===== config.mk =====
export PLATFORM = sky130hd
export DESIGN_NAME = timer0_period_timer
export DESIGN_NICKNAME = d
export VERILOG_FILES = /design/src/rtl/timer0_period_timer.v
export VERILOG_INCLUDE_DIRS = /design/src /design/src/rtl
export SDC_FILE = /design/constraint.sdc
export NUM_CORES = 1
export LEC_CHECK = 0
export ABC_AREA = 1
export BUFFER_PORTS_ARGS = -buffer_cell sky130_fd_sc_hd__buf_2
export CAP_MARGIN = 5
export CORE_AREA = 10 10 101 103
export CTS_CLUSTER_DIAMETER = 30
export DETAILED_ROUTE_END_ITERATION = 10
export DIE_AREA = 0 0 111 113
export PLACE_DENSITY = 0.8
export SYNTH_ARGS = -nofsm -noshare
export SYNTH_HDL_FRONTEND = slang
export SYNTH_SLANG_ARGS = --single-unit

===== constraint.sdc =====
create_clock -name core_clk_i -period 3.4 [get_ports core_clk_i]
set_clock_uncertainty 0.1 [all_clocks]
set_input_delay 0.68 -clock core_clk_i [delete_from_list [all_inputs] [get_ports core_clk_i]]
set_output_delay 0.68 -clock core_clk_i [all_outputs]
set_load 0.005 [all_outputs]

===== src/rtl/timer0_period_timer_map.vh =====
// register offsets, field positions, reset values and source codes of the period timer
// included by the timer module by bare name
`ifndef TIMER0_PERIOD_TIMER_MAP_VH
`define TIMER0_PERIOD_TIMER_MAP_VH

// ----------------------------------------
// register offsets
// ----------------------------------------
`define ADDR_COUNT_LOW 12'hfd3
`define ADDR_COUNT_HIGH 12'hfd4
`define ADDR_CONTROL_FIRST 12'hfd5
`define ADDR_CONTROL_SECOND 12'hfd6

// ----------------------------------------
// field positions
// ----------------------------------------
`define CF_ENABLE_BIT 7
`define CF_OUT_BIT 5
`define CF_WIDE_BIT 4
`define CF_POST_HI 3
`define CF_POST_LO 0
`define CS_SRC_HI 7
`define CS_SRC_LO 5
`define CS_ASYNC_BIT 4
`define CS_PRE_HI 3
`define CS_PRE_LO 0

// ----------------------------------------
// reset values and constants
// ----------------------------------------
`define RESET_BYTE 8'h00
`define RESET_PRESCALE 15'h0000
`define RESET_POST 4'h0
`define COUNT_ONE 8'h01
`define PRE_ONE 15'h0001
`define POST_ONE 4'h1
`define CF_WRITE_MASK 8'h9f

// ----------------------------------------
// clock source codes
// ----------------------------------------
`define SRC_PIN 3'h0
`define SRC_PIN_INV 3'h1
`define SRC_INSTR 3'h2
`define SRC_HFOSC 3'h3
`define SRC_LFOSC 3'h4
`define SRC_SECOSC 3'h5

`endif


===== src/rtl/timer0_period_timer.v =====
// period timer: 8-bit period-match or 16-bit free-running counter, byte registers
// assumes all source inputs are sampled levels synchronous to core_clk_i
`timescale 1ns/1ps
`include "timer0_period_timer_map.vh"

module timer0_period_timer
(
    // clock, reset, enable
    input wire core_clk_i,
    input wire srst_i,
    input wire ce_i,
    // register port
    input wire [11:0] addr_i,
    input wire [7:0] wdata_i,
    input wire wr_i,
    input wire rd_i,
    output reg [7:0] rdata_o,
    // clock sources, sampled levels
    input wire pin_clk_i,
    input wire instr_clk_i,
    input wire hfosc_i,
    input wire lfosc_i,
    input wire secosc_i,
    // system state and interrupt control
    input wire sleep_i,
    input wire int_enable_i,
    input wire flag_clear_i,
    // outputs
    output reg timer_output_signal_o,
    output reg timer_interrupt_flag_o,
    output reg irq_o,
    output reg wake_o
);

// ----------------------------------------
// registers
// ----------------------------------------
reg [7:0] count_low;
reg [7:0] count_high;
reg [7:0] high_latch;
reg [7:0] high_wbuf;
reg [7:0] period_buf;
reg [7:0] period_reg;
reg enable_bit;
reg wide_mode_select;
reg [3:0] postscale_select;
reg [2:0] clock_source_select;
reg unsynchronized_count_enable;
reg [3:0] prescale_select;
reg [14:0] pre_count;
reg [3:0] post_count;
reg src_prev;

// ----------------------------------------
// clock source and prescaler
// ----------------------------------------
reg src_level;
always @*
begin
    case (clock_source_select)
        `SRC_PIN: src_level = pin_clk_i;
        `SRC_PIN_INV: src_level = ~pin_clk_i;
        `SRC_INSTR: src_level = instr_clk_i;
        `SRC_HFOSC: src_level = hfosc_i;
        `SRC_LFOSC: src_level = lfosc_i;
        `SRC_SECOSC: src_level = secosc_i;
        // reserved codes give no clock
        default: src_level = 1'b0;
    endcase
end

wire src_edge = src_level & ~src_prev;

// ratio two power n, terminal count mask
function [14:0] pre_mask;
    input [3:0] code;
    begin
        pre_mask = (`PRE_ONE << code) - `PRE_ONE;
    end
endfunction

wire [14:0] mask = pre_mask(prescale_select);
wire pre_out = src_edge & ((pre_count & mask) == mask);

// sync mode: only tick on instruction clock phase; async: every prescaler output
// synchronised counting halts asleep
wire sync_ok = instr_clk_i & ~sleep_i;
wire tick = enable_bit & pre_out & (unsynchronized_count_enable | sync_ok);

// ----------------------------------------
// counting events
// ----------------------------------------
// period match on buffered copy
wire match8 = ~wide_mode_select & (count_low == period_buf);
wire roll16 = wide_mode_select & (&count_low) & (&count_high);
wire event_hit = tick & (match8 | roll16);
// flag every code plus one events
wire post_hit = event_hit & (post_count == postscale_select);

// ----------------------------------------
// register writes
// ----------------------------------------
// one decode shared by every strobe, so a moved offset changes in one place
function addr_is;
    input [11:0] addr;
    input [11:0] target;
    begin
        addr_is = (addr == target);
    end
endfunction

wire wr_low = wr_i & addr_is(addr_i, `ADDR_COUNT_LOW);
wire wr_high = wr_i & addr_is(addr_i, `ADDR_COUNT_HIGH);
wire wr_cf = wr_i & addr_is(addr_i, `ADDR_CONTROL_FIRST);
wire wr_cs = wr_i & addr_is(addr_i, `ADDR_CONTROL_SECOND);
wire rd_low = rd_i & addr_is(addr_i, `ADDR_COUNT_LOW);
wire scaler_clr = wr_low | wr_cf | wr_cs;

// ----------------------------------------
// control registers
// ----------------------------------------
always @(posedge core_clk_i)
begin
    if (srst_i)
    begin
        enable_bit <= 1'b0;
        wide_mode_select <= 1'b0;
        postscale_select <= `RESET_POST;
        clock_source_select <= `SRC_PIN;
        unsynchronized_count_enable <= 1'b0;
        prescale_select <= `RESET_POST;
    end
    else if (ce_i)
    begin
        // output bit and bit 6 are not writable
        if (wr_cf)
        begin
            enable_bit <= wdata_i[`CF_ENABLE_BIT];
            wide_mode_select <= wdata_i[`CF_WIDE_BIT];
            postscale_select <= wdata_i[`CF_POST_HI:`CF_POST_LO];
        end
        if (wr_cs)
        begin
            clock_source_select <= wdata_i[`CS_SRC_HI:`CS_SRC_LO];
            unsynchronized_count_enable <= wdata_i[`CS_ASYNC_BIT];
            prescale_select <= wdata_i[`CS_PRE_HI:`CS_PRE_LO];
        end
    end
end

// ----------------------------------------
// prescaler and postscaler
// ----------------------------------------
// a source switch can look like an edge; a following low write clears it away
always @(posedge core_clk_i)
begin
    if (srst_i)
    begin
        src_prev <= 1'b0;
        pre_count <= `RESET_PRESCALE;
        post_count <= `RESET_POST;
    end
    else if (ce_i)
    begin
        src_prev <= src_level;
        // prescaler advances on every source edge, even between ticks
        if (scaler_clr)
            pre_count <= `RESET_PRESCALE;
        else if (src_edge)
            pre_count <= pre_count + `PRE_ONE;
        if (scaler_clr)
            post_count <= `RESET_POST;
        else if (post_hit)
            post_count <= `RESET_POST;
        else if (event_hit)
            post_count <= post_count + `POST_ONE;
    end
end

// ----------------------------------------
// counter and byte buffers
// ----------------------------------------
always @(posedge core_clk_i)
begin
    if (srst_i)
    begin
        count_low <= `RESET_BYTE;
        count_high <= `RESET_BYTE;
        high_latch <= `RESET_BYTE;
        high_wbuf <= `RESET_BYTE;
        period_buf <= `RESET_BYTE;
        period_reg <= `RESET_BYTE;
    end
    else if (ce_i)
    begin
        if (wr_high)
        begin
            high_wbuf <= wdata_i;
            period_reg <= wdata_i;
        end
        // software write wins over a tick in the same cycle
        if (wr_low)
        begin
            count_low <= wdata_i;
            if (wide_mode_select)
                count_high <= high_wbuf;
        end
        else if (tick)
        begin
            if (match8)
            begin
                count_low <= `RESET_BYTE;
                period_buf <= period_reg;
            end
            else
            begin
                count_low <= count_low + `COUNT_ONE;
                if (wide_mode_select & (&count_low))
                    count_high <= count_high + `COUNT_ONE;
            end
        end
        // buffer follows the register while stopped in 8-bit mode, so a new period starts clean
        if (~enable_bit & ~wide_mode_select)
            period_buf <= period_reg;
        if (rd_low)
            high_latch <= count_high;
    end
end

// ----------------------------------------
// output, flag and requests
// ----------------------------------------
// requests lag the flag by one cycle; the set event is folded in to hide it
always @(posedge core_clk_i)
begin
    if (srst_i)
    begin
        timer_output_signal_o <= 1'b0;
        timer_interrupt_flag_o <= 1'b0;
        irq_o <= 1'b0;
        wake_o <= 1'b0;
    end
    else if (ce_i)
    begin
        if (post_hit)
            timer_output_signal_o <= ~timer_output_signal_o;
        if (post_hit)
            timer_interrupt_flag_o <= 1'b1;
        else if (flag_clear_i)
            timer_interrupt_flag_o <= 1'b0;
        irq_o <= (timer_interrupt_flag_o | post_hit) & int_enable_i;
        wake_o <= (timer_interrupt_flag_o | post_hit) & int_enable_i & sleep_i;
    end
end

// ----------------------------------------
// read data
// ----------------------------------------
// data stand one cycle only, zero otherwise, so a bus can or the ports together
always @(posedge core_clk_i)
begin
    if (srst_i)
    begin
        rdata_o <= `RESET_BYTE;
    end
    else if (ce_i)
    begin
        if (rd_i)
        begin
            case (addr_i)
                `ADDR_COUNT_LOW: rdata_o <= count_low;
                `ADDR_COUNT_HIGH: rdata_o <= wide_mode_select ? high_latch : period_reg;
                `ADDR_CONTROL_FIRST: rdata_o <= {enable_bit, 1'b0, timer_output_signal_o,
                    wide_mode_select, postscale_select};
                `ADDR_CONTROL_SECOND: rdata_o <= {clock_source_select,
                    unsynchronized_count_enable, prescale_select};
                default: rdata_o <= `RESET_BYTE;
            endcase
        end
        else
        begin
            rdata_o <= `RESET_BYTE;
        end
    end
end

endmodule


* After elaboration in Yosys (flattened, before gate mapping)
Cells that the tools add are included.
W data, S select, Z words.
** Word-level totals
- Output and inout port bits :: 12
- Memories :: 0
- Word-level logic and storage cells :: 114
- ROM bits :: 0
- Latch bits :: 0
- Memory bits (writable) :: 0
- Register bits :: 86
- Input bits :: 33
** Cells by class
- Bitwise logic cells :: 30
- Multiplexer cells :: 23
- Shifts and indexed selects :: 1
- Multipliers :: 0
- Add/sub/neg operators :: 5
- Div/mod/pow operators :: 0
- Reductions and logical operators :: 21
- Eq/ne operators :: 15
- $lt $le $gt $ge :: 0
** Operator list (number)
- $mux W8 :: 14
- $eq A12 B12 Y1 const B :: 4
- $pmux W8 S4 :: 1
- $mux W15 :: 2
- $and A1 B1 Y1 :: 18
- $reduce_and A2 Y1 :: 9
- $add A8 B1 Y8 const B :: 2
- $reduce_and A8 Y1 :: 2
- $add A15 B1 Y15 const B :: 1
- $and A15 B15 Y15 :: 1
- $eq A15 B15 Y1 :: 1
- $shl A1 B4 Y15 const A :: 1
- $sub A15 B1 Y15 const B :: 1
- $mux W4 :: 3
- $reduce_bool A2 Y1 :: 6
- $eq A8 B8 Y1 :: 1
- $eq A3 B2 Y1 const B :: 2
- $eq A3 B3 Y1 const B :: 2
- $not A1 Y1 :: 6
- $pmux W1 S6 :: 1
- $or A1 B1 Y1 :: 5
- $reduce_and A5 Y1 :: 1
- $add A4 B1 Y4 const B :: 1
- $eq A4 B4 Y1 :: 1
- other kinds (7) :: 9

* Logic depth before layout (Yosys ltp)
- Word-level depth :: 12
- Mapped depth :: 19
- Gate-level depth less buffers :: 17

* Worst setup path before layout
OpenSTA, ideal clock, no wires.
- Path type :: input port to flip-flop
- Start point :: in addr_i[4]
- End point :: reg pre_count[5]
- Buffers on the path :: 0
- Required time :: 3.181 ns
- Arrival :: 2.007 ns
- Setup slack :: 1.174 ns
- Setup time :: 0.119 ns
- Stages on the path :: 13
- Cells stage by stage :: inv_1 > nor2_1 > nand3_1 > nor2_4 > nand2_1 > nand3_1 > nand2_2 > nand2_4 > inv_2 > nor2_2 > nand2_1 > o21ai_0 > a21oi_1
** Between the ends
- Word-level cells in the longest chain between the ends :: 6
- Elaborated cells between the ends (all ways) :: 11
- Those cells by class :: 3 x eq/ne; 1 x mux; 5 x bitwise; 2 x reduce/logical
** Ends and longest elaborated chain
- start: declaration :: RTL line timer0_period_timer.v:13 : input wire [11:0] addr_i,
- $eq A12 B12 Y1 :: RTL line timer0_period_timer.v:108 : addr_is = (addr == target);
- $and A1 B1 Y1 (on tied branches) :: RTL line timer0_period_timer.v:112, timer0_period_timer.v:114
- $or A1 B1 Y1 :: RTL line timer0_period_timer.v:117 : wire scaler_clr = wr_low | wr_cf | wr_cs;
- $or A1 B1 Y1 (*) :: RTL line timer0_period_timer.v:117
- $reduce_bool A2 Y1 (no source line)
- $reduce_and A2 Y1 (no source line)
- end signal: assignment :: RTL line timer0_period_timer.v:160 : pre_count <= `RESET_PRESCALE;
- end signal: assignment :: RTL line timer0_period_timer.v:168 : pre_count <= `RESET_PRESCALE;
- end signal: assignment :: RTL line timer0_period_timer.v:170 : pre_count <= pre_count + `PRE_ONE;
- end: declaration :: RTL line timer0_period_timer.v:50 : reg [14:0] pre_count;
Mark *: on every way between the ends. The rest lies on a longest branch, timed or not.
A chain may end at the register's enable or synchronous reset.

* Final worst setup path
- Start point :: reg prescale_select[1]
- End point :: reg timer_output_signal_o
** Between the ends
- Word-level cells in the longest chain between the ends :: 10
** Ends and longest elaborated chain
- start: declaration :: RTL line timer0_period_timer.v:49 : reg [3:0] prescale_select;
- start signal: assignment :: RTL line timer0_period_timer.v:131 : prescale_select <= `RESET_POST;
- start signal: assignment :: RTL line timer0_period_timer.v:146 : prescale_select <= wdata_i[`CS_PRE_HI:`CS_PRE_LO];
- $shl A1 B4 Y15 (no source line) (*)
- $sub A15 B1 Y15 (no source line) (*)
- $and A15 B15 Y15 :: RTL line timer0_period_timer.v:83 : wire pre_out = src_edge & ((pre_count & mask) == mask);
- $eq A15 B15 Y1 (*) :: RTL line timer0_period_timer.v:83
- $and A1 B1 Y1 (*) :: RTL line timer0_period_timer.v:83
- $and A1 B1 Y1 (*) (2 in a row) :: RTL line timer0_period_timer.v:88 : wire tick = enable_bit & pre_out & (unsynchronized_count_enable | sync_ok);
- $and A1 B1 Y1 (*) :: RTL line timer0_period_timer.v:96 : wire event_hit = tick & (match8 | roll16);
- $and A1 B1 Y1 (*) :: RTL line timer0_period_timer.v:98 : wire post_hit = event_hit & (post_count == postscale_select);
- $reduce_and A2 Y1 (no source line) (*)
- end signal: assignment :: RTL line timer0_period_timer.v:246 : timer_output_signal_o <= ~timer_output_signal_o;
- end: declaration :: RTL line timer0_period_timer.v:29 : output reg timer_output_signal_o,
Marked as above.

==> key figures <==
Final layout
  • Share of cells above drive strength 1: 12.6%
  • Diode count: 0
  • Layout Cells excl Fill: 867
  • Top reg by flops: pre_count
  • Fillers: 749
  • Final nets: 795
  • Synthesis-to-finish area growth: 10.0%
  • Finished Core Util: 65.6%
  • Design area: 5340 um^2
  • Max FFs per register: 15

Timing
  • Final hold violation count: 0
  • Final worst slack: 762 ps
  • Slew Viols, Final: 0
  • Hold Worst Slack: 365 ps
  • Fmax: 379 MHz
  • RSZ-0062 raised after global routing: false
  • Fin crit share: 77.6%
  • Slew margin rel.: 56.0%
  • Setup TNS: 0 ps
  • Tmin final: 2640 ps
  • Slew @ Worst Pin: 657 ps
  • Final setup viols: 0

Floorplanning
  • Cell Rows: 33
  • Die Span Y: 113 um
  • # IOs: 45
  • Chip width: 111 um
  • Die area: 12500 um^2
  • Initial core utilization: 59.7%
  • Placeable Area: 8130 um^2

Global routing
  • GRT Total Usage: 21.2%
  • Initial antenna violation count: 0
  • GR Util met2: 38.5%
  • M3 GR Usage: 3.54%
  • Met1 usage: 23.6%
  • GRT Residual Overflow: 0
  • First-pass GRT wire length: 22.2 mm
  • Vias in the first global route: 4592
  • Busiest layer in global routing: met2
  • Largest net degree at the start of global routing: 41

Yosys
  • Seq/Total Area, Yosys: 35.5%
  • Yosys warns: 0
  • Top-area cell type share of the netlist area: 35.5%
  • List of most frequent post-synthesis cells: nand2_1, nor2_1, dfxtp_1
  • Largest family of logic cells by synthesized area: simple AND/OR/NAND/NOR gates
  • Synth Flop Type: dfxtp_1
  • Synth Area in XOR/XNOR: 4.15%
  • Cell count after synthesis: 721
  • Multiplexer area fraction after synthesis: 1.44%
  • Post-synth cell types: 41
  • Syn_area_per_cell: 6.73 um^2
  • Synth area leader: dfxtp_1
  • Top cells by area, synth: dfxtp_1, nand2_1, nor2_1
  • Simple-gate area share of the yosys netlist: 30.7%
  • Post-Synth Adder-Cell Area: 1.29%
  • Post-synth EDFFs: 0
  • Top-count cell post-synth: nand2_1
  • Syn nets: 759
  • Synth Register Bits: 86
  • Synth Cell Area: 4850 um^2
  • FFs w/ async S/R, synth: 0%
  • Compound-Gate Fraction of Synth Area: 17.8%

Critical path
  • Required time of the worst setup path: 3570 ps
  • Crit-path max cell delay: 530 ps
  • Slowest CP cell: dfxtp_1
  • Buf/Inv on CP: 2
  • WS Path Type: register to register
  • Max FO, Critical Path: 8
  • Startpoint types: register
  • Worst path cell trace: inv_2, nand3_1, ha_1, inv_1, a21oi_2, nand3_1, nand3_1, nand2_1, nor2_2, nand4_1, nor2_1, nand2_1, nand2_1, nor2_1
  • Arr. time, crit path: 2810 ps
  • Crit path capture type: register
  • Crit-path leading delay family: simple AND/OR/NAND/NOR gates

Route
  • Routed vias: 4974
  • Routed WL: 13.9 mm
  • Post-route antenna net violation count: 0
  • Pre-antenna DRT Iters: 6
  • DR WL/cell: 16.0 um
  • Via density: 5.74
  • Remaining DRCs: 0
  • DRT iter0 DRCs: 476

Worst hold path
  • Worst Hold Class: register to register

Clock tree
  • Root Driver: clkbuf_8
  • H-tree depth: 3
  • Post-CTS resize count: 0
  • CTS max path bufs: 2
  • Clk sinks: 86
  • Worst-Skew Late Latency: 380 ps
  • Clock transition at path regs: 90 ps
  • Post-CTS setup buffers: 0
  • CTS Hold Bufs: 0
  • CTS tree: done
  • Total CTS buffers: 9

Power
  • PD cells: 362 nW/um^2
  • Final Total Pwr: 1.93 mW
  • Leak pwr: 2.24 nW
  • Worst VDD drop: 304 uV

Placement
  • Total placed cells including tap cells: 851
  • GP Congestion: 0.938
  • Worst slack, placed: 634 ps
  • Port bufs: 44
  • Area post-placement: 5110 um^2
  • DP HPWL: 10.4 mm

Outcome
  • Outcome: complete, no violations

Job
  • Number of max-cap violations: 0
[worst reg2reg max path, cell delays in order (launching register included)]
cell and delay (ps):
dfxtp_1 530, inv_2 130, nand3_1 110, ha_1 210
inv_1 80, a21oi_2 210, nand3_1 100, nand3_1 80
nand2_1 80, nor2_2 190, nand4_1 280, nor2_1 260
nand2_1 80, nand2_1 60, nor2_1 30
[placed cells by master (no fill, tap or decap), drive strengths merged, types with 3 or more instances in the layout]
master / instances
a211oi: 16
a21oi: 57
buf: 48
clkbuf: 9
clkinv: 5
dfxtp: 86
ha: 5
inv: 85
mux2i: 7
nand2: 157
nand3: 40
nand4: 16
nor2: 104
nor3: 10
o21ai: 60
o22ai: 17
or2: 4
xnor2: 3
xor2: 20
[path summary, 6_finish.rpt]
kind / from / depth (start not counted) / slack, ps / to
max: prescale_select[1] / 14 / 760 / timer_output_signal_o
min: rdata_o[7] / 2 / 370 / rdata_o[7]
max reg2reg: prescale_select[1] / 14 / 760 / timer_output_signal_o
min reg2reg: rdata_o[7] / 2 / 370 / rdata_o[7]
[area by class of cell]
cell class / instances / area, um^2 / area share (%)
Timing Repair Buffer: 48 / 250 / 4.69
Sequential cell: 86 / 1720 / 32.3
Inverter: 86 / 323 / 6.05
Multi-Input combinational cell: 526 / 2690 / 50.4
Tap cell: 105 / 131 / 2.46
Clock buffer: 9 / 124 / 2.32
Clock inverter: 7 / 98.8 / 1.85
[routing by layer]
| layer | vias up | wire length (um) |
|---|---|---|
| li1 | 2443 | - |
| met1 | 2280 | 5480 |
| met2 | 200 | 7010 |
| met3 | 51 | 879 |
| met4 | 0 | 484 |
| met5 | - | 0 |
[where the power goes]
group | total, mW | switching [mW] | internal [mW]
Clock | 0.814 | 0.398 | 0.416
Sequential | 1.01 | 0.00296 | 1.01
Combinational | 0.107 | 0.0745 | 0.0323
[logic make-up after synthesis]
family,Yosys count
and+or+nand+nor,335
AOI/OAI and AO/OA,156
buffers and inverters,109
DFF,86
xor gates and xnor gates,23
muxes,7
adders and majority gates,5
No activity file was read; power rests on OpenSTA's default activity.
